File: src/include/asram_pkg.sv
package asram_pkg;

    // Pin widths of the memory
    localparam int ADDR_W = 18;
    localparam int DATA_W = 16;
    localparam int LANE_W = 8;

    // Controller clock period
    localparam int CLK_PERIOD_NS = 10;

    // Memory timing figures, fastest grade where printed
    localparam int ADDRESS_ACCESS_TIME_NS       = 10;
    localparam int OUTPUT_HOLD_AFTER_ADDRESS_NS = 3;
    localparam int SELECT_ACCESS_TIME_NS        = 10;
    localparam int OUTPUT_ENABLE_ACCESS_TIME_NS = 5;
    localparam int LANE_ENABLE_ACCESS_TIME_NS   = 5;
    localparam int ADDRESS_SETUP_TO_END_NS      = 7;
    localparam int LANE_ENABLE_TO_END_NS        = 7;
    localparam int DATA_SETUP_TO_END_NS         = 6;
    localparam int DATA_HOLD_AFTER_END_NS       = 0;
    localparam int ADDRESS_HOLD_AFTER_END_NS    = 0;
    localparam int SUPPLY_TO_FIRST_ACCESS_US    = 100;
    localparam int OUTPUT_TURNOFF_NS            = 6;

    // Least times rounded up to whole cycles, never below one
    function automatic int ns_to_cyc(input int ns);
        int c;
        c = (ns + CLK_PERIOD_NS - 1) / CLK_PERIOD_NS;
        return (c < 1) ? 1 : c;
    endfunction

    localparam int READ_CYC     = ns_to_cyc(SELECT_ACCESS_TIME_NS);
    localparam int WRITE_CYC    = ns_to_cyc(ADDRESS_SETUP_TO_END_NS);
    localparam int TURN_CYC     = ns_to_cyc(OUTPUT_TURNOFF_NS);
    localparam int POWERUP_CYC  = (SUPPLY_TO_FIRST_ACCESS_US * 1000 + CLK_PERIOD_NS - 1)
                                  / CLK_PERIOD_NS;

    // Request from the user side
    typedef struct packed {
        logic              write;
        logic [ADDR_W-1:0] addr;
        logic [DATA_W-1:0] wdata;
        logic [1:0]        lane_en;
    } asram_req_t;

    // Control pins toward the memory, all active low
    typedef struct packed {
        logic chip_sel_n;
        logic out_en_n;
        logic write_n;
        logic low_byte_lane_n;
        logic high_byte_lane_n;
    } asram_ctl_t;

    // Controller states
    typedef enum logic [2:0] {
        ASRAM_POWERUP,
        ASRAM_IDLE,
        ASRAM_READ,
        ASRAM_WRITE,
        ASRAM_WEND,
        ASRAM_TURN
    } asram_state_t;

endpackage

File: src/core/asram_counter.sv
`timescale 1ns/1ns
module asram_counter #(
    parameter int WIDTH = 24
) (
    // Clock and reset
    input  wire logic             core_clk_i,
    input  wire logic             nrst_i,
    // Load and status
    input  wire logic             load_i,
    input  wire logic [WIDTH-1:0] value_i,
    output logic                  done_o
);

    logic [WIDTH-1:0] cnt_q;

    // Refuse a width that cannot hold a count
    if (WIDTH < 1) begin : g_bad_width
        $error("WIDTH must be at least one");
    end

    // Counts down from the loaded value to zero
    always_ff @(posedge core_clk_i or negedge nrst_i) begin
        if (!nrst_i) begin
            cnt_q <= '0;
        end else if (load_i) begin
            cnt_q <= value_i;
        end else if (cnt_q != '0) begin
            cnt_q <= cnt_q - 1'b1;
        end
    end

    assign done_o = (cnt_q == '0);

endmodule

File: src/core/asram_ctrl.sv
`timescale 1ns/1ns
// Summary of operation
// write starts with select, strobe, lane low
// write ends at first rising control
// data timed against terminating edge
// device stores only enabled byte lanes
// read needs select, output enable, strobe high
// device drives only enabled read lanes
// device floats data when not reading
// simultaneous rise keeps outputs floating
// device turn-off faster than turn-on
// address access time and output hold
// select access time, address first
// address valid by select falling edge
// output enable access time
// lane enable access time
// address held through write end
// data setup before end, zero hold
// lane and select low before end
// wait after power-up before access
// deselect floats and powers down
// eighteen address bits, sixteen-bit words
// nanosecond minima rounded up to cycles
module asram_ctrl
    import asram_pkg::*;
#(
    parameter int POWERUP_CYCLES = POWERUP_CYC
) (
    // Clock and reset
    input  wire logic              core_clk_i,
    input  wire logic              nrst_i,
    // User request port
    input  wire logic              req_valid_i,
    output logic                   req_ready_o,
    input  wire asram_req_t        req_i,
    output logic                   rsp_valid_o,
    output logic [DATA_W-1:0]      rsp_rdata_o,
    // Memory address and control pins
    output logic [ADDR_W-1:0]      mem_addr_o,
    output asram_ctl_t             mem_ctl_o,
    // Memory data pins, split three ways
    input  wire logic [DATA_W-1:0] mem_dq_i,
    output logic [DATA_W-1:0]      mem_dq_o,
    output logic                   mem_dq_oe_n_o
);

    localparam int CNT_W    = 24;
    localparam int STEP_W   = 4;
    localparam int STEP_MAX = 1 << STEP_W;

    // Refuse counts and bus shapes the logic cannot serve
    if (POWERUP_CYCLES < 1 || POWERUP_CYCLES >= (1 << CNT_W)) begin : g_bad_boot
        $error("POWERUP_CYCLES out of range");
    end
    if (ADDR_W != 18 || DATA_W != 2 * LANE_W) begin : g_bad_shape
        $error("bus shape not served");
    end
    if (READ_CYC > STEP_MAX || WRITE_CYC > STEP_MAX || TURN_CYC > STEP_MAX) begin : g_bad_step
        $error("phase length exceeds step counter");
    end

    asram_state_t      state_q, state_d;
    logic [ADDR_W-1:0] addr_q;
    logic [DATA_W-1:0] wdata_q;
    logic [DATA_W-1:0] rdata_q;
    logic [1:0]        lane_q;
    logic              rsp_q;
    logic              was_read_q;
    logic              step_load;
    logic [STEP_W-1:0] step_len;
    logic              boot_done;
    logic              step_done;
    logic              take;

    // Power-up wait before the first access
    logic [CNT_W-1:0] boot_q;
    always_ff @(posedge core_clk_i or negedge nrst_i) begin
        if (!nrst_i) begin
            boot_q <= '0;
        end else if (boot_q != CNT_W'(POWERUP_CYCLES)) begin
            boot_q <= boot_q + 1'b1;
        end
    end
    assign boot_done = (boot_q == CNT_W'(POWERUP_CYCLES));

    // Decode of request acceptance and readiness
    assign take      = (state_q == ASRAM_IDLE) && req_valid_i && (req_i.lane_en != 2'b00);
    assign req_ready_o = (state_q == ASRAM_IDLE) && (req_i.lane_en != 2'b00);

    // Next state
    always_comb begin
        state_d = state_q;
        case (state_q)
            ASRAM_POWERUP: if (boot_done) state_d = ASRAM_IDLE;
            ASRAM_IDLE:    if (take) state_d = req_i.write ? ASRAM_WRITE : ASRAM_READ;
            ASRAM_READ:    if (step_done) state_d = ASRAM_TURN;
            ASRAM_WRITE:   if (step_done) state_d = ASRAM_WEND;
            ASRAM_WEND:    state_d = ASRAM_TURN;
            ASRAM_TURN:    if (step_done) state_d = ASRAM_IDLE;
            default:       state_d = ASRAM_IDLE;
        endcase
    end

    // Phase length in whole cycles, reloaded on every state change
    assign step_load = (state_d != state_q);
    assign step_len  = (state_d == ASRAM_READ)  ? STEP_W'(READ_CYC - 1)  :
                       (state_d == ASRAM_WRITE) ? STEP_W'(WRITE_CYC - 1) :
                       (state_d == ASRAM_TURN)  ? STEP_W'(TURN_CYC - 1)  : '0;

    // Phase counter; done while the current phase has run out
    asram_counter #(.WIDTH(STEP_W)) u_step (
        .core_clk_i (core_clk_i),
        .nrst_i     (nrst_i),
        .load_i     (step_load),
        .value_i    (step_len),
        .done_o     (step_done)
    );

    // Latched request, held for the whole access
    always_ff @(posedge core_clk_i or negedge nrst_i) begin
        if (!nrst_i) begin
            state_q    <= ASRAM_POWERUP;
            addr_q     <= '0;
            wdata_q    <= '0;
            lane_q     <= '0;
            was_read_q <= 1'b0;
        end else begin
            state_q <= state_d;
            if (take) begin
                addr_q     <= req_i.addr;
                wdata_q    <= req_i.wdata;
                lane_q     <= req_i.lane_en;
                was_read_q <= !req_i.write;
            end
        end
    end

    // Read data capture at the end of the access time
    always_ff @(posedge core_clk_i or negedge nrst_i) begin
        if (!nrst_i) begin
            rdata_q <= '0;
            rsp_q   <= 1'b0;
        end else begin
            rsp_q <= (state_q == ASRAM_READ) && step_done;
            if ((state_q == ASRAM_READ) && step_done) begin
                rdata_q <= {lane_q[1] ? mem_dq_i[DATA_W-1:LANE_W] : 8'h00,
                            lane_q[0] ? mem_dq_i[LANE_W-1:0] : 8'h00};
            end
        end
    end
    assign rsp_valid_o = rsp_q;
    assign rsp_rdata_o = rdata_q;

    // Pin drive decode
    wire active   = (state_q == ASRAM_READ) || (state_q == ASRAM_WRITE);
    wire in_write = (state_q == ASRAM_WRITE);
    wire in_read  = (state_q == ASRAM_READ);
    // Select, lanes and address stay through the write; strobe rises first
    assign mem_ctl_o.chip_sel_n       = !(active || (state_q == ASRAM_WEND));
    assign mem_ctl_o.write_n          = !in_write;
    assign mem_ctl_o.out_en_n         = !in_read;
    assign mem_ctl_o.low_byte_lane_n  = !((active || state_q == ASRAM_WEND) && lane_q[0]);
    assign mem_ctl_o.high_byte_lane_n = !((active || state_q == ASRAM_WEND) && lane_q[1]);
    assign mem_addr_o                 = addr_q;
    // Data driven through the strobe rise, released after it
    assign mem_dq_o      = wdata_q;
    assign mem_dq_oe_n_o = !(in_write || (state_q == ASRAM_WEND && !was_read_q));

    // Assertions
    a_no_access_boot: assert property (
        @(posedge core_clk_i) disable iff (!nrst_i)
        !boot_done |-> mem_ctl_o.chip_sel_n)
        else $error("access before power-up wait");
    a_ready_boot: assert property (
        @(posedge core_clk_i) disable iff (!nrst_i)
        req_ready_o |-> boot_done && mem_ctl_o.chip_sel_n)
        else $error("ready before power-up wait or while busy");
    a_read_strobe_high: assert property (
        @(posedge core_clk_i) disable iff (!nrst_i)
        !mem_ctl_o.out_en_n |-> mem_ctl_o.write_n && !mem_ctl_o.chip_sel_n)
        else $error("read without select or with strobe low");
    a_read_lanes: assert property (
        @(posedge core_clk_i) disable iff (!nrst_i)
        !mem_ctl_o.out_en_n |-> !(mem_ctl_o.low_byte_lane_n && mem_ctl_o.high_byte_lane_n))
        else $error("read with no lane enabled");
    a_write_overlap: assert property (
        @(posedge core_clk_i) disable iff (!nrst_i)
        !mem_ctl_o.write_n |-> !mem_ctl_o.chip_sel_n &&
        !(mem_ctl_o.low_byte_lane_n && mem_ctl_o.high_byte_lane_n))
        else $error("strobe low without select and lane");
    a_lanes_match: assert property (
        @(posedge core_clk_i) disable iff (!nrst_i)
        !mem_ctl_o.chip_sel_n |->
        ({!mem_ctl_o.high_byte_lane_n, !mem_ctl_o.low_byte_lane_n} == lane_q))
        else $error("lane enables differ from request");
    a_write_length: assert property (
        @(posedge core_clk_i) disable iff (!nrst_i)
        $fell(mem_ctl_o.write_n) |-> !mem_ctl_o.write_n [*1] ##1 mem_ctl_o.write_n)
        else $error("write pulse length wrong");
    a_select_with_strobe: assert property (
        @(posedge core_clk_i) disable iff (!nrst_i)
        $fell(mem_ctl_o.write_n) |-> $fell(mem_ctl_o.chip_sel_n))
        else $error("select not lowered with strobe");
    a_strobe_ends: assert property (
        @(posedge core_clk_i) disable iff (!nrst_i)
        $rose(mem_ctl_o.write_n) |-> !mem_ctl_o.chip_sel_n && !mem_dq_oe_n_o)
        else $error("write not ended by strobe");
    a_select_after_end: assert property (
        @(posedge core_clk_i) disable iff (!nrst_i)
        $rose(mem_ctl_o.write_n) |-> ##1 mem_ctl_o.chip_sel_n)
        else $error("select not released after write end");
    a_lanes_to_end: assert property (
        @(posedge core_clk_i) disable iff (!nrst_i)
        $rose(mem_ctl_o.write_n) |-> !(mem_ctl_o.low_byte_lane_n && mem_ctl_o.high_byte_lane_n))
        else $error("lanes released before write end");
    a_addr_hold_end: assert property (
        @(posedge core_clk_i) disable iff (!nrst_i)
        $rose(mem_ctl_o.write_n) |-> $stable(mem_addr_o))
        else $error("address moved at write end");
    a_data_hold_end: assert property (
        @(posedge core_clk_i) disable iff (!nrst_i)
        $rose(mem_ctl_o.write_n) |-> $stable(mem_dq_o))
        else $error("write data moved at write end");
    a_addr_stable: assert property (
        @(posedge core_clk_i) disable iff (!nrst_i)
        !mem_ctl_o.chip_sel_n && !$past(mem_ctl_o.chip_sel_n) |-> $stable(mem_addr_o))
        else $error("address moved during access");
    a_data_stable: assert property (
        @(posedge core_clk_i) disable iff (!nrst_i)
        !mem_dq_oe_n_o && !$past(mem_dq_oe_n_o) |-> $stable(mem_dq_o))
        else $error("write data moved");
    a_release_deselect: assert property (
        @(posedge core_clk_i) disable iff (!nrst_i)
        mem_ctl_o.chip_sel_n |-> mem_dq_oe_n_o && mem_ctl_o.write_n && mem_ctl_o.out_en_n)
        else $error("pins active while deselected");
    a_no_contention: assert property (
        @(posedge core_clk_i) disable iff (!nrst_i)
        !mem_dq_oe_n_o |-> mem_ctl_o.out_en_n)
        else $error("bus driven while memory may drive");
    a_turnaround: assert property (
        @(posedge core_clk_i) disable iff (!nrst_i)
        $rose(mem_ctl_o.out_en_n) |-> mem_dq_oe_n_o)
        else $error("drive right after read");
    a_read_rsp: assert property (
        @(posedge core_clk_i) disable iff (!nrst_i)
        $fell(mem_ctl_o.out_en_n) |-> ##1 rsp_valid_o)
        else $error("read answer not on time");

endmodule

File: config.mk
export PLATFORM = sky130hd
export DESIGN_NAME = asram_ctrl
export DESIGN_NICKNAME = d
export VERILOG_FILES = /design/src/include/asram_pkg.sv /design/src/core/asram_counter.sv /design/src/core/asram_ctrl.sv
export SDC_FILE = /design/constraint.sdc
export NUM_CORES = 1
export LEC_CHECK = 0
export BUFFER_PORTS_ARGS = -buffer_cell sky130_fd_sc_hd__buf_2
export CORE_MARGIN = 8
export CORE_UTILIZATION = 25
export CTS_CLUSTER_SIZE = 16
export DETAILED_ROUTE_END_ITERATION = 6
export PLACE_DENSITY = 0.51
export SYNTH_ARGS = -nofsm -noshare
export SYNTH_HDL_FRONTEND = slang
export SYNTH_SLANG_ARGS = --single-unit
File: constraint.sdc
create_clock -name core_clk_i -period 2 [get_ports core_clk_i]
set_input_delay 0.4 -clock core_clk_i [delete_from_list [all_inputs] [get_ports core_clk_i]]
set_output_delay 0.4 -clock core_clk_i [all_outputs]
set_load 0.02 [all_outputs]
After elaboration in Yosys (flattened, before gate mapping). Index checks and enable logic that the tools add are counted.

Word-level logic and storage cells: 53. Input bits: 56. Register bits after elaboration: 85. Output and inout bits: 58.

Mux-type cells: 11. Add/sub/neg operators: 2. Equality and inequality tests: 8. Reductions and logical operators: 23.

Operators with widths (count): 24-bit by 1-bit adder with 24-bit output, second input constant (1); 24-bit by 14-bit == test with 1-bit output, second input constant (1); 24-bit by 14-bit != test with 1-bit output, second input constant (1); 3-bit one-hot mux with 6 select lines (1); 8-bit two-way mux (2); 3-bit two-way mux (5); 1-bit logical NOT (8); 4-bit two-way mux (2); 1-bit logical AND (7); 3-bit by 2-bit == test with 1-bit output, second input constant (2); 3-bit == test, second input constant (2); 4-bit logical NOT (1); 2-bit nonzero test (2); 4-bit nonzero test (1); 4-bit by 1-bit subtractor with 4-bit output, second input constant (1); 3-bit by 1-bit == test with 1-bit output, second input constant (1); 3-bit logical NOT (1); 1-bit logical OR (3); 3-bit != test (1); 1-bit two-way mux (1).

Longest topological paths before layout. Gate-level depths: netlist of the first run.

Depth after elaboration: 7. Mapped depth: 8. Depth with buffers taken out: 7.

Hierarchy. A second synthesis of the first run with hierarchy kept.

Cells, all modules: 303. Area total of the unflattened synthesis: 3727.3 µm².

Modules (own cells, without submodules): asram_ctrl (instances 1, sequential area each 2026.9 µm², area each 3493.4 µm², cells an instance 281); asram_counter (instances 1, sequential area each 100.1 µm², area each 234.0 µm², cells an instance 22).

Worst setup path before layout of the first run. OpenSTA, ideal clock, no wires.

Path type: register -> register. From: register state_q[2]. To: register state_q[0]. Setup slack: 0.167 ns. Library setup time: 0.138 ns. Path buffers: 1. Data arrival time: 1.694 ns. Required time: 1.862 ns. Cell stages (with the launch flop): 5. Period minus slack after synthesis: 1.833 ns. Cells stage by stage: dfrtp_1 buf_2 nor3_1 a21oi_1 or4_1.

Word-level cells in the longest chain between the ends: 5. Elaborated cells on any way between the ends: 10. Classes of those cells: eq/ne: 5; mux: 2; reduce/logical: 3.

RTL lines: start, declared (line asram_ctrl.sv:62) `asram_state_t state_q, state_d;`; start signal, assigned (line asram_ctrl.sv:128) `state_q <= state_d;`; 3-bit by 1-bit == test with 1-bit output (line asram_ctrl.sv:87, asram_ctrl.sv:93); 1-bit logical AND (2 in series) (line asram_ctrl.sv:87) `assign take = (state_q == ASRAM_IDLE) && req_valid_i && (req_i.lane_en != 2'b00);`; 3-bit two-way mux (line asram_ctrl.sv:95) `ASRAM_IDLE: if (take) state_d = req_i.write ? ASRAM_WRITE : ASRAM_READ;`; 3-bit one-hot mux with 6 select lines (*) (line asram_ctrl.sv:93) `case (state_q)`; named net state_d[0] (line asram_ctrl.sv:62).

Mark *: on every way through the listed nets, which the timed path passes. The rest lies on a longest branch. A chain may end at the register's enable or synchronous reset.

Worst setup path in the final report of the first run.
From: register state_q[2]. To: output port req_ready_o.

Word-level cells in the longest chain between the ends: 2.

RTL lines: 3-bit by 1-bit == test with 1-bit output (line asram_ctrl.sv:88) `assign req_ready_o = (state_q == ASRAM_IDLE) && (req_i.lane_en != 2'b00);`; 1-bit logical AND (line asram_ctrl.sv:88); end, declared (line asram_ctrl.sv:34) `output logic req_ready_o,`.

Every way passes these cells.

==> results of run 1 <==
## cells by family after synthesis
family,share of synthesized area [%]
mux,12.3
fa+ha+maj,1.04
xor+xnor,5.80
compound gates,2.11
simple gates,17.5
buf+inv,2.62
flops,58.7
## worst max-delay path: stages, from the launching register on
cell	delay [ns]
sky130_fd_sc_hd__dfrtp_1	0.38
sky130_fd_sc_hd__buf_4	0.17
sky130_fd_sc_hd__nor3_1	0.33
sky130_fd_sc_hd__buf_2	0.25
## metrics by stage
| step | cells | power, mW |
|---|---|---|
| after global placement | 605 | 5.02 |
| after CTS | 620 | 6.78 |
| after detailed placement | 605 | 5.07 |
| after floorplan | 306 | 4.13 |
| final | 620 | 6.65 |
| after global routing | 620 | 7.05 |
## cell type report
class / count / area [sq um] / share of cell area [%]
sequential: 85 / 2130 / 44.4
multi-input combinational: 202 / 1400 / 29.3
inverter: 6 / 22.5 / 0.470
timing repair buffer: 128 / 706 / 14.7
tap: 184 / 230 / 4.81
clock inverter: 3 / 43.8 / 0.914
clock buffer: 12 / 256 / 5.36
## how the worst min path moves through the flow
stage | from | end | slack, ns
2_1_floorplan | nrst_i | boot_q[0] | 0.10
3_3_place_gp | nrst_i | mem_dq_o[10] | 0.45
6_report | nrst_i | mem_dq_o[10] | 0.09
3_5_place_dp | nrst_i | mem_dq_o[10] | 0.46
4_1_cts | nrst_i | mem_dq_o[10] | 0.10
5_1_grt | nrst_i | mem_dq_o[9] | 0.14
## layout by cell type (no fill, tap or decap), types with 7 or more instances in the layout
master and instances:
sky130_fd_sc_hd__buf_2 112, sky130_fd_sc_hd__nor2_1 9, sky130_fd_sc_hd__clkbuf_16 9, sky130_fd_sc_hd__nand2_1 49
sky130_fd_sc_hd__mux2_4 8, sky130_fd_sc_hd__xnor2_1 19, sky130_fd_sc_hd__nand3_1 27, sky130_fd_sc_hd__nor3_1 7
sky130_fd_sc_hd__dfrtp_1 85, sky130_fd_sc_hd__buf_4 14, sky130_fd_sc_hd__mux2_2 29
## state kept, by name, summed over array words and instances (netlist names)
name,count
u_step.cnt_q,4
was_read_q,1
mem_addr_o,18
mem_dq_o,16
lane_q,2
rsp_valid_o,1
rsp_rdata_o,16
state_q,3
boot_q,24
## report_power, final
group | switching, mW | internal [mW] | leakage [nW] | total [mW]
clock | 0.638 | 1.03 | 0.149 | 1.67
combinational | 1.42 | 1.02 | 1.13 | 2.43
sequential | 0.293 | 2.25 | 1.07 | 2.54
## routing by layer
metal  global-route usage (%)  part of all wire, %
met1                     12.1                   44
met2                     14.9                   46
met3                     3.33                  8.4
met4                     3.11                  1.1
met5                        0                    0
==> key figures, run 1 <==
Global routing
  • Number of global-route vias before repair: 2,821
  • Initial antenna violation count: 0
  • First-pass GRT wire length: 14.2 mm
  • Total global routing track utilization: about a tenth
  • Total congestion overflow: 0
  • Pin count of the biggest net entering global routing: 45

Run
  • Max-Cap Viols: 0

Clocking
  • Number of hold buffers added after CTS: 0
  • Total setup buffers inserted after CTS: 0
  • Htree depth: 3
  • Register clock-pin slew on the reported worst setup and hold paths: 0.06 ns
  • Cell chosen for the clock root: sky130_fd_sc_hd__clkbuf_16
  • Worst-case clock buffer depth: 2
  • Clk Latency, worst-skew pair: 0.33 ns
  • Clock tree from TritonCTS: done
  • Post-cts sizing count: 0
  • Sinks on Clock Net: 85
  • TritonCTS Buffers: 9

STA
  • Min Tclk post-route: 1.85 ns
  • Total of endpoints with negative setup slack in the final report: 0
  • Setup repair after global routing missed its margin: false
  • Final period utilization: 92.5%
  • Final Max Slew Viols: 0
  • Setup ws final: 0.149 ns
  • Pin slew with the least headroom to its limit: a little over 0.6 ns
  • Clock tree skew after final layout: 0.00470 ns
  • Total Negative Setup Slacks: 0 ns
  • Fmax achieved: 0.540 GHz
  • Final hold slack: 0.0869 ns
  • Worst slew slack as a fraction of its limit: 58.9%
  • Number of hold violations in the final report: 0

Yosys
  • Cell area after technology mapping: around 3600 sq um
  • FF+latch count, synth: 85
  • Syn_area_per_cell: 11.8 sq um
  • Post-synthesis net count: 365
  • Most common cell in the netlist: sky130_fd_sc_hd__dfrtp_1
  • Yosys cell types: 37
  • Share of synthesized area occupied by flip-flops and latches: between 50 and 60%
  • Count of synthesis-stage warnings from yosys: 0
  • Library cell with the largest summed area after synthesis: sky130_fd_sc_hd__dfrtp_1
  • Flip-flop cell with the highest count after synthesis: sky130_fd_sc_hd__dfrtp_1
  • EDFF count, synth: 0
  • Commonest cells post-synth: 85 x sky130_fd_sc_hd__dfrtp_1, 49 x sky130_fd_sc_hd__nand2_1, 29 x sky130_fd_sc_hd__mux2_2
  • Top cell type's share of synthesized area: 58.7%
  • Biggest area contributors in the synthesized netlist: sky130_fd_sc_hd__dfrtp_1 59%, sky130_fd_sc_hd__mux2_2 9.0%, sky130_fd_sc_hd__nand2_1 5.1%
  • Async set or reset register ratio after synthesis: between 90% and 100%
  • Number of instances in the synthesized netlist: 306

Final layout
  • Total inserted antenna cells: 0
  • Post-Layout Inst Area: 4790 sq um
  • Area growth from synthesis to layout: 32.1%
  • Share of the core filled with cells: around 33%
  • Ratio of cells with drive above 1 in the final layout: 41.7%
  • Net count reported at finish: approximately 490
  • Number of filler cells placed in the layout: 1,442

Route
  • Number of violations reported at the end of detailed-routing iteration 0: 94
  • Number of detailed-route iterations in the first pass: 4
  • Vias per inst: ~4.3
  • Wire length reported by the detailed router: 8.92 mm
  • DRC errors left: 0
  • Routed wire length per instance: 14.4 um
  • Count of nets left with antenna violations after detail routing: 0
  • Number of vias in the routed layout: 2,662

Worst setup path
  • Type of destination of the critical path: output port
  • Register-to-register setup slack: roughly 0.21 ns
  • Required time worst endpoint: 1.60 ns
  • FF-to-FF path depth: 6
  • Critical path endpoint: req_ready_o
  • Critical Path Source: state_q[2]
  • Reg-to-reg endpoint: state_q[0]
  • Startpoint kind of the worst setup timing path: flip-flop
  • Arrival time at the worst endpoint: 1.45 ns
  • CP max FO: 9
  • Worst flop-to-flop path startpoint: u_step.cnt_q[0]
  • Category of the most critical setup path: flip-flop to output port

Floorplanning
  • Full die area: 18,600 sq um
  • Core area: 14,400 sq um
  • Die Y: 136 um
  • Boundary Pins: 114
  • Count of standard-cell rows: 44
  • Initial standard-cell utilization of the core: 25.2%
  • Die Width: 136 um

Placed design
  • Post-Place Setup Slack: 0.188 ns
  • HPWL after DPL: 6.85 mm
  • Gp weighted congestion: about 0.7
  • Count of buffers inserted at the top-level ports: 113
  • Area after DPL: 4490 sq um

Worst hold path
  • Worst hold-check path type: primary input to asynchronous set/reset pin

Pwr
  • Pwr Density: roughly 1400 nW/um^2
  • Worst IR drop on VDD: 0.390 mV
  • Leak Pwr: 2.35 nW

Run status
  • Result of the run: finished, final reports clean
No activity file was read; power rests on OpenSTA's default activity.
==> run 2, diff against run 1 <==
--- a/config.mk
+++ b/config.mk
@@ -7,10 +7,10 @@
 export LEC_CHECK = 0
 export BUFFER_PORTS_ARGS = -buffer_cell sky130_fd_sc_hd__buf_2
 export CORE_MARGIN = 8
-export CORE_UTILIZATION = 25
+export CORE_UTILIZATION = 51
 export CTS_CLUSTER_SIZE = 16
 export DETAILED_ROUTE_END_ITERATION = 6
-export PLACE_DENSITY = 0.51
+export PLACE_DENSITY = 0.86
 export SYNTH_ARGS = -nofsm -noshare
 export SYNTH_HDL_FRONTEND = slang
 export SYNTH_SLANG_ARGS = --single-unit
==> run 2 against run 1 <==
  * Global-route usage is 7.8 points higher
  * Critical path type unchanged
  * First-iteration DRC count is 43% higher
  * Flip-flop and latch count stayed put
  * Largest power group unchanged
  * Highest routed layer unchanged
  * Final cell count is 15% lower
==> key figures, run 2 (synthesis results as in run 1) <==
Run status
  • Result of the run: finished, final reports clean (unchanged)

STA
  • Total of endpoints with negative setup slack in the final report: 0 (unchanged)
  • Total Negative Setup Slacks: 0 ns (unchanged)
  • Pin slew with the least headroom to its limit: 0.572 ns (was 0.617 ns)
  • Fmax achieved: 0.527 GHz (was 0.540 GHz)
  • Number of hold violations in the final report: 0 (unchanged)
  • Clock tree skew after final layout: 0.0140 ns (was 0.00470 ns)
  • Final hold slack: 0.273 ns (was 0.0869 ns)
  • Worst slew slack as a fraction of its limit: 61.9% (was 58.9%)
  • Min Tclk post-route: 1.90 ns (was 1.85 ns)
  • Final Max Slew Viols: 0 (unchanged)
  • Setup repair after global routing missed its margin: false (unchanged)
  • Final period utilization: 95.0% (was 92.5%)

Floorplanning
  • Die Width: 100 um (was 136 um)
  • Count of standard-cell rows: 30 (was 44)
  • Full die area: 10,100 sq um (was 18,600 sq um)
  • Die Y: 100 um (was 136 um)
  • Core area: 6830 sq um (was 14,400 sq um)
  • Boundary Pins: 114 (unchanged)
  • Initial standard-cell utilization of the core: 53.1% (was 25.2%)

Final layout
  • Register with the highest flop count: boot_q (unchanged)
  • Number of filler cells placed in the layout: 509 (was 1,442)
  • Most frequent cells in the layout: 112 x sky130_fd_sc_hd__buf_2, 85 x sky130_fd_sc_hd__dfrtp_1, 49 x sky130_fd_sc_hd__nand2_1 (unchanged)
  • Share of the core filled with cells: 67.1% (was 33.3%)
  • Area growth from synthesis to layout: 26.5% (was 32.1%)
  • Largest register FFs: 24 (unchanged)
  • Post-Layout Inst Area: 4590 sq um (was 4790 sq um)
  • Most common library cell in the layout ignoring fill and taps: sky130_fd_sc_hd__buf_2 (unchanged)
  • Ratio of cells with drive above 1 in the final layout: 41.4% (was 41.7%)
  • Net count reported at finish: 486 (was 491)
  • Total inserted antenna cells: 0 (unchanged)

Worst setup path
  • Count of buffer and inverter cells on the critical path: 2 (unchanged)
  • Type of destination of the critical path: output port (unchanged)
  • Startpoint kind of the worst setup timing path: flip-flop (unchanged)
  • Worst flop-to-flop path startpoint: state_q[1] (was u_step.cnt_q[0])
  • FF-to-FF path depth: 4 (was 6)
  • Cells traversed along the worst timing path: buf_4, nor2b_1, nand2_1, o21a_1, buf_2 (was buf_4, nor3_1, buf_2)
  • CP max FO: 9 (unchanged)
  • Reg-to-reg endpoint: u_step.cnt_q[1] (was state_q[0])
  • Cell with the largest stage delay on the worst path: sky130_fd_sc_hd__dfrtp_1 (unchanged)
  • Category of the most critical setup path: flip-flop to output port (unchanged)
  • Required time worst endpoint: 1.60 ns (about the same)
  • Delay of the slowest cell on the worst path: 0.39 ns (was 0.38 ns)
  • Register-to-register setup slack: 0.15 ns (was 0.21 ns)
  • Cell class contributing the biggest share of worst-path delay: flip-flops (was buffers and inverters)
  • Arrival time at the worst endpoint: 1.50 ns (was 1.45 ns)

Worst hold path
  • Hold-critical path depth: 3
  • Worst hold-check path type: primary input to flip-flop (was primary input to asynchronous set/reset pin)
  • Min-Delay Endpoint: rsp_rdata_o[1]
  • Hold wc startpoint: mem_dq_i[1]

Clocking
  • Htree depth: 3 (unchanged)
  • Total setup buffers inserted after CTS: 0 (unchanged)
  • Clk Latency, worst-skew pair: 0.35 ns (was 0.33 ns)
  • Clock tree from TritonCTS: done (unchanged)
  • Cell chosen for the clock root: sky130_fd_sc_hd__clkbuf_8 (was sky130_fd_sc_hd__clkbuf_16)
  • Sinks on Clock Net: 85 (unchanged)
  • TritonCTS Buffers: 9 (unchanged)
  • Worst-case clock buffer depth: 2 (unchanged)
  • Register clock-pin slew on the reported worst setup and hold paths: 0.09 ns (was 0.06 ns)

Pwr
  • Leak Pwr: 2.30 nW (was 2.35 nW)
  • Pwr Density: 1410 nW/um^2 (was 1390 nW/um^2)
  • Worst IR drop on VDD: 0.515 mV (was 0.390 mV)

Placed design
  • Area after DPL: 4320 sq um (was 4490 sq um)
  • HPWL after DPL: 6.53 mm (was 6.85 mm)
  • Gp weighted congestion: 0.887 (was 0.718)
  • Count of buffers inserted at the top-level ports: 113 (unchanged)

Global routing
  • Pin count of the biggest net entering global routing: 40 (was 45)
  • Total global routing track utilization: 17.3% (was 9.54%)
  • Initial antenna violation count: 0 (unchanged)
  • Total congestion overflow: 0 (unchanged)
  • Number of global-route vias before repair: 2,740 (was 2,821)
  • First-pass GRT wire length: 13.8 mm (was 14.2 mm)

Route
  • Wire length reported by the detailed router: 8.60 mm (was 8.92 mm)
  • Vias per inst: 5.19 (was 4.29)
  • Number of detailed-route iterations in the first pass: 4 (unchanged)
  • Count of nets left with antenna violations after detail routing: 0 (unchanged)
  • Number of vias in the routed layout: 2,740 (was 2,662)
  • Routed wire length per instance: 16.3 um (was 14.4 um)
  • DRC errors left: 0 (unchanged)
  • Number of violations reported at the end of detailed-routing iteration 0: 134 (was 94)

Run
  • Max-Cap Viols: 0 (unchanged)
==> run 2: area by class of cell <==
cell class                 instances  area (sq um)  area share, %
inverter                           6          26.3          0.573
sequential                        85          2130           46.4
tap                               96           120           2.62
clock buffer                       9           124           2.70
clock inverter                     7           128           2.78
multi-input combinational        202          1400           30.6
timing repair buffer             123           658           14.3
==> run 2: what timing repair did <==
item,in CTS,in global routing
hold endpoints to repair,25,0
hold buffers,1,0
gates resized for setup,0,1
endpoints found under the setup margin,0,16
==> run 2: worst max path at each step <==
stage | from | end | slack, ns | cells past startpoint
6_report | state_q[2] | mem_dq_oe_n_o | 0.10 | 5
5_1_grt | boot_q[0] | u_step.cnt_q[1] | 0.02 | 7
4_1_cts | u_step.cnt_q[1] | rsp_rdata_o[14] | 0.07 | 8
3_3_place_gp | req_i[0] | u_step.cnt_q[1] | 0.14 | 5
3_5_place_dp | u_step.cnt_q[1] | rsp_rdata_o[14] | 0.09 | 8
2_1_floorplan | state_q[2] | state_q[0] | 0.17 | 4
==> run 2: report_power, final <==
part	switching, mW	internal, mW
registers	0.318	2.25
logic	1.42	0.979
clock network	0.635	0.849
==> run 2: per-stage QoR <==
step	worst slack, ns	std cells	power [mW]
2_1_floorplan	0.167	306	4.13
3_3_place_gp	0.144	511	4.91
5_1_grt	0.0162	528	6.78
3_5_place_dp	0.0893	511	5.00
6_report	0.101	528	6.45
4_1_cts	0.0747	528	6.50
==> run 2: metal layers <==
layer	part of all wire [%]	vias up	global-route usage [%]
met5	0	-	0
met4	1.2	0	5.81
met3	7.0	8	4.57
li1	-	1284	-
met1	43	1345	21.2
met2	49	103	28.9
==> run 2: tightest hold or removal path, delay by kind of cell <==
| kind | cells | cell delay [ns] |
|---|---|---|
| buffers and inverters | 1 | 0.07 |
| and+or+nand+nor | 2 | 0.12 |
==> run 3, diff against run 2 <==
--- a/config.mk
+++ b/config.mk
@@ -5,12 +5,15 @@
 export SDC_FILE = /design/constraint.sdc
 export NUM_CORES = 1
 export LEC_CHECK = 0
+export ABC_AREA = 1
 export BUFFER_PORTS_ARGS = -buffer_cell sky130_fd_sc_hd__buf_2
+export CELL_PAD_IN_SITES_DETAIL_PLACEMENT = 1
+export CELL_PAD_IN_SITES_GLOBAL_PLACEMENT = 1
 export CORE_MARGIN = 8
-export CORE_UTILIZATION = 51
+export CORE_UTILIZATION = 30
 export CTS_CLUSTER_SIZE = 16
 export DETAILED_ROUTE_END_ITERATION = 6
-export PLACE_DENSITY = 0.86
+export PLACE_DENSITY = 0.72
 export SYNTH_ARGS = -nofsm -noshare
 export SYNTH_HDL_FRONTEND = slang
 export SYNTH_SLANG_ARGS = --single-unit
==> run 3 against run 2 <==
  * Sequential power about the same
  * Utilization is 27 points lower
  * Sequential share of layout area fell by 2.0 points
  * Fmax rose by 0.67%
  * Clock power increased by 10%
  * Non-clock buffer count fell by 3
  * Clock-buffer cell count up 3
  * Critical endpoint unchanged
  * Largest power group unchanged
==> key figures, run 3 <==
Run status
  • Result of the run: finished, final reports clean (unchanged)

STA
  • Number of hold violations in the final report: 0 (unchanged)
  • Final Max Slew Viols: 0 (unchanged)
  • Total of endpoints with negative setup slack in the final report: 0 (unchanged)
  • Clock tree skew after final layout: 0.00614 ns (was 0.0140 ns)
  • Fmax achieved: 0.530 GHz (was 0.527 GHz)
  • Final period utilization: 94.3% (was 95.0%)
  • Setup ws final: 0.113 ns (was 0.101 ns)
  • Pin slew with the least headroom to its limit: 0.362 ns (was 0.572 ns)
  • Setup repair after global routing missed its margin: false (unchanged)
  • Min Tclk post-route: 1.89 ns (was 1.90 ns)
  • Total Negative Setup Slacks: 0 ns (unchanged)
  • Worst slew slack as a fraction of its limit: 75.9% (was 61.9%)

Worst setup path
  • Arrival time at the worst endpoint: 1.49 ns (was 1.50 ns)
  • Startpoint kind of the worst setup timing path: flip-flop (unchanged)
  • Type of destination of the critical path: output port (unchanged)
  • CP max FO: 6 (was 9)
  • Required time worst endpoint: 1.60 ns (about the same)
  • FF-to-FF path depth: 10 (was 4)
  • Category of the most critical setup path: flip-flop to output port (unchanged)

Global routing
  • Number of global-route vias before repair: 3,542 (was 2,740)
  • Total global routing track utilization: 12.9% (was 17.3%)
  • First-pass GRT wire length: 17.1 mm (was 13.8 mm)
  • Total congestion overflow: 0 (unchanged)
  • Initial antenna violation count: 0 (unchanged)
  • Pin count of the biggest net entering global routing: 35 (was 40)

Route
  • DRC errors left: 0 (unchanged)
  • Count of nets left with antenna violations after detail routing: 0 (unchanged)
  • Wire length reported by the detailed router: 9.92 mm (was 8.60 mm)
  • Number of vias in the routed layout: 3,152 (was 2,740)
  • Number of detailed-route iterations in the first pass: 4 (unchanged)
  • Routed wire length per instance: 13.8 um (was 16.3 um)
  • Vias per inst: 4.40 (was 5.19)
  • Number of violations reported at the end of detailed-routing iteration 0: 145 (was 134)

Clocking
  • Sinks on Clock Net: 85 (unchanged)
  • TritonCTS Buffers: 9 (unchanged)
  • Total setup buffers inserted after CTS: 0 (unchanged)
  • Clk Latency, worst-skew pair: 0.34 ns (was 0.35 ns)
  • Worst-case clock buffer depth: 2 (unchanged)
  • Clock tree from TritonCTS: done (unchanged)
  • Post-cts sizing count: 0 (unchanged)
  • Htree depth: 3 (unchanged)
  • Cell chosen for the clock root: sky130_fd_sc_hd__clkbuf_16 (was sky130_fd_sc_hd__clkbuf_8)
  • Register clock-pin slew on the reported worst setup and hold paths: 0.06 ns (was 0.09 ns)

Placed design
  • Count of buffers inserted at the top-level ports: 113 (unchanged)
  • Post-Place Setup Slack: 0.282 ns (was 0.0893 ns)
  • Number of placed instances, taps included: 702 (was 511)
  • HPWL after DPL: 7.69 mm (was 6.53 mm)
  • Gp weighted congestion: 0.735 (was 0.887)

Yosys
  • Post-synthesis net count: 487 (was 365)
  • Number of instances in the synthesized netlist: 428 (was 306)
  • Count of synthesis-stage warnings from yosys: 0 (unchanged)
  • Commonest cells post-synth: 174 x sky130_fd_sc_hd__nand2_1, 85 x sky130_fd_sc_hd__dfrtp_1, 37 x sky130_fd_sc_hd__inv_1 (was 85 x sky130_fd_sc_hd__dfrtp_1, 49 x sky130_fd_sc_hd__nand2_1, 29 x sky130_fd_sc_hd__mux2_2)
  • Biggest area contributors in the synthesized netlist: sky130_fd_sc_hd__dfrtp_1 57%, sky130_fd_sc_hd__nand2_1 18%, sky130_fd_sc_hd__xor2_1 4.2% (was sky130_fd_sc_hd__dfrtp_1 59%, sky130_fd_sc_hd__mux2_2 9.0%, sky130_fd_sc_hd__nand2_1 5.1%)
  • Syn_area_per_cell: 8.70 sq um (was 11.8 sq um)
  • Most common cell in the netlist: sky130_fd_sc_hd__nand2_1 (was sky130_fd_sc_hd__dfrtp_1)
  • Cell area after technology mapping: 3720 sq um (was 3630 sq um)
  • Yosys cell types: 27 (was 37)
  • Library cell with the largest summed area after synthesis: sky130_fd_sc_hd__dfrtp_1 (unchanged)
  • Flip-flop cell with the highest count after synthesis: sky130_fd_sc_hd__dfrtp_1 (unchanged)
  • Async set or reset register ratio after synthesis: 100% (unchanged)
  • FF+latch count, synth: 85 (unchanged)
  • Top cell type's share of synthesized area: 57.1% (was 58.7%)
  • EDFF count, synth: 0 (unchanged)
  • Share of synthesized area occupied by flip-flops and latches: 57.1% (was 58.7%)

Floorplanning
  • Initial standard-cell utilization of the core: 30.9% (was 53.1%)
  • Full die area: 16,200 sq um (was 10,100 sq um)
  • Core area: 12,100 sq um (was 6830 sq um)
  • Boundary Pins: 114 (unchanged)
  • Die Width: 127 um (was 100 um)
  • Count of standard-cell rows: 40 (was 30)
  • Die Y: 127 um (was 100 um)

Worst hold path
  • Worst hold-check path type: primary input to flip-flop (unchanged)
  • Hold-critical path depth: 3 (unchanged)

Run
  • Max-Cap Viols: 0 (unchanged)

Final layout
  • Ratio of cells with drive above 1 in the final layout: 26.2% (was 41.4%)
  • Largest register FFs: 24 (unchanged)
  • Most common library cell in the layout ignoring fill and taps: sky130_fd_sc_hd__nand2_1 (was sky130_fd_sc_hd__buf_2)
  • Most frequent cells in the layout: 174 x sky130_fd_sc_hd__nand2_1, 112 x sky130_fd_sc_hd__buf_2, 85 x sky130_fd_sc_hd__dfrtp_1 (was 112 x sky130_fd_sc_hd__buf_2, 85 x sky130_fd_sc_hd__dfrtp_1, 49 x sky130_fd_sc_hd__nand2_1)
  • Number of filler cells placed in the layout: 1,469 (was 509)
  • Net count reported at finish: 605 (was 486)
  • Total inserted antenna cells: 0 (unchanged)
  • Area of combinational cells with multiple inputs: 1390 sq um (was 1400 sq um)
  • Register with the highest flop count: boot_q (unchanged)
  • FF/Latch Area: 2130 sq um (unchanged)
  • Area growth from synthesis to layout: 28.8% (was 26.5%)
  • Non-filler cells, final: 717 (was 528)

Pwr
  • Worst IR drop on VDD: 0.606 mV (was 0.515 mV)
  • Final Power: 6.43 mW (was 6.45 mW)
  • Leak Pwr: 2.63 nW (was 2.30 nW)
  • Pwr Density: 1340 nW/um^2 (was 1410 nW/um^2)
## run 3: cell types whose count changed after synthesis, moves of 18 or more
cell                      change
sky130_fd_sc_hd__inv_1       +32
sky130_fd_sc_hd__mux2_2      -29
sky130_fd_sc_hd__nand2_1    +125
sky130_fd_sc_hd__nor2_1      +18
sky130_fd_sc_hd__o21ai_0     +19
## run 3: routing by layer
layer	up-vias	part of all wire, %	track usage (%)	wire (um)
li1	1543	-	-	-
met4	0	1.2	4.13	124
met5	-	0	0	0
met1	1513	45	15.2	4440
met3	11	8.1	5.53	804
met2	85	46	20.8	4550
## run 3: kinds of logic after synthesis
group	after synthesis	synth area share (%)
AOI/OAI and AO/OA	27	3.73
xor gates and xnor gates	24	5.65
adders and majority gates	3	1.01
buffers and inverters	51	5.61
DFF	85	57.1
and+or+nand+nor	238	26.9
## run 3: report_power, final
group | total [mW] | switching (mW) | internal (mW)
combinational | 2.24 | 1.52 | 0.724
sequential | 2.57 | 0.331 | 2.24
clock | 1.63 | 0.639 | 0.986
total | 6.43 | 2.49 | 3.95
## run 3: through the flow
stage          hold slack (ns)  util [%]  area, sq um
2_1_floorplan            0.104         -         3720
3_3_place_gp             0.283      37.3         4500
3_5_place_dp             0.282      37.3         4500
4_1_cts                  0.251      39.8         4800
5_1_grt                  0.257      39.8         4800
6_report                 0.262      39.8         4800
## run 3: path summary, 6_finish.rpt
path	from	slack, ns	to
max in group asynchronous	nrst_i	0.94	rsp_rdata_o[9]
hold reg to reg	mem_dq_o[0]	0.46	mem_dq_o[0]
setup reg to reg	u_step.cnt_q[0]	0.28	u_step.cnt_q[2]
min in group asynchronous	nrst_i	0.49	mem_dq_o[6]
setup / recovery	state_q[1]	0.11	mem_dq_oe_n_o
hold / removal	req_i[23]	0.26	mem_addr_o[5]
## run 3: critical path: stages, from the launching register on
cell and delay [ns]:
sky130_fd_sc_hd__dfrtp_1 0.44, sky130_fd_sc_hd__nor2_1 0.21, sky130_fd_sc_hd__nand2_1 0.11, sky130_fd_sc_hd__o21ai_0 0.18, sky130_fd_sc_hd__inv_1 0.06, sky130_fd_sc_hd__buf_2 0.16
## run 3: area by class of cell
class | instances | area share [%]
clock buffers | 12 | 5.14
multi-input cells | 292 | 28.9
well taps | 168 | 4.38
inverters | 38 | 2.97
flip-flops and latches | 85 | 44.4
repair buffers | 120 | 13.5
clock inverters | 2 | 0.730
## run 3: repair_timing
action,4_1_cts,5_1_grt
endpoints found under the setup margin,0,0
hold endpoints to repair,13,0
hold buffers,1,0
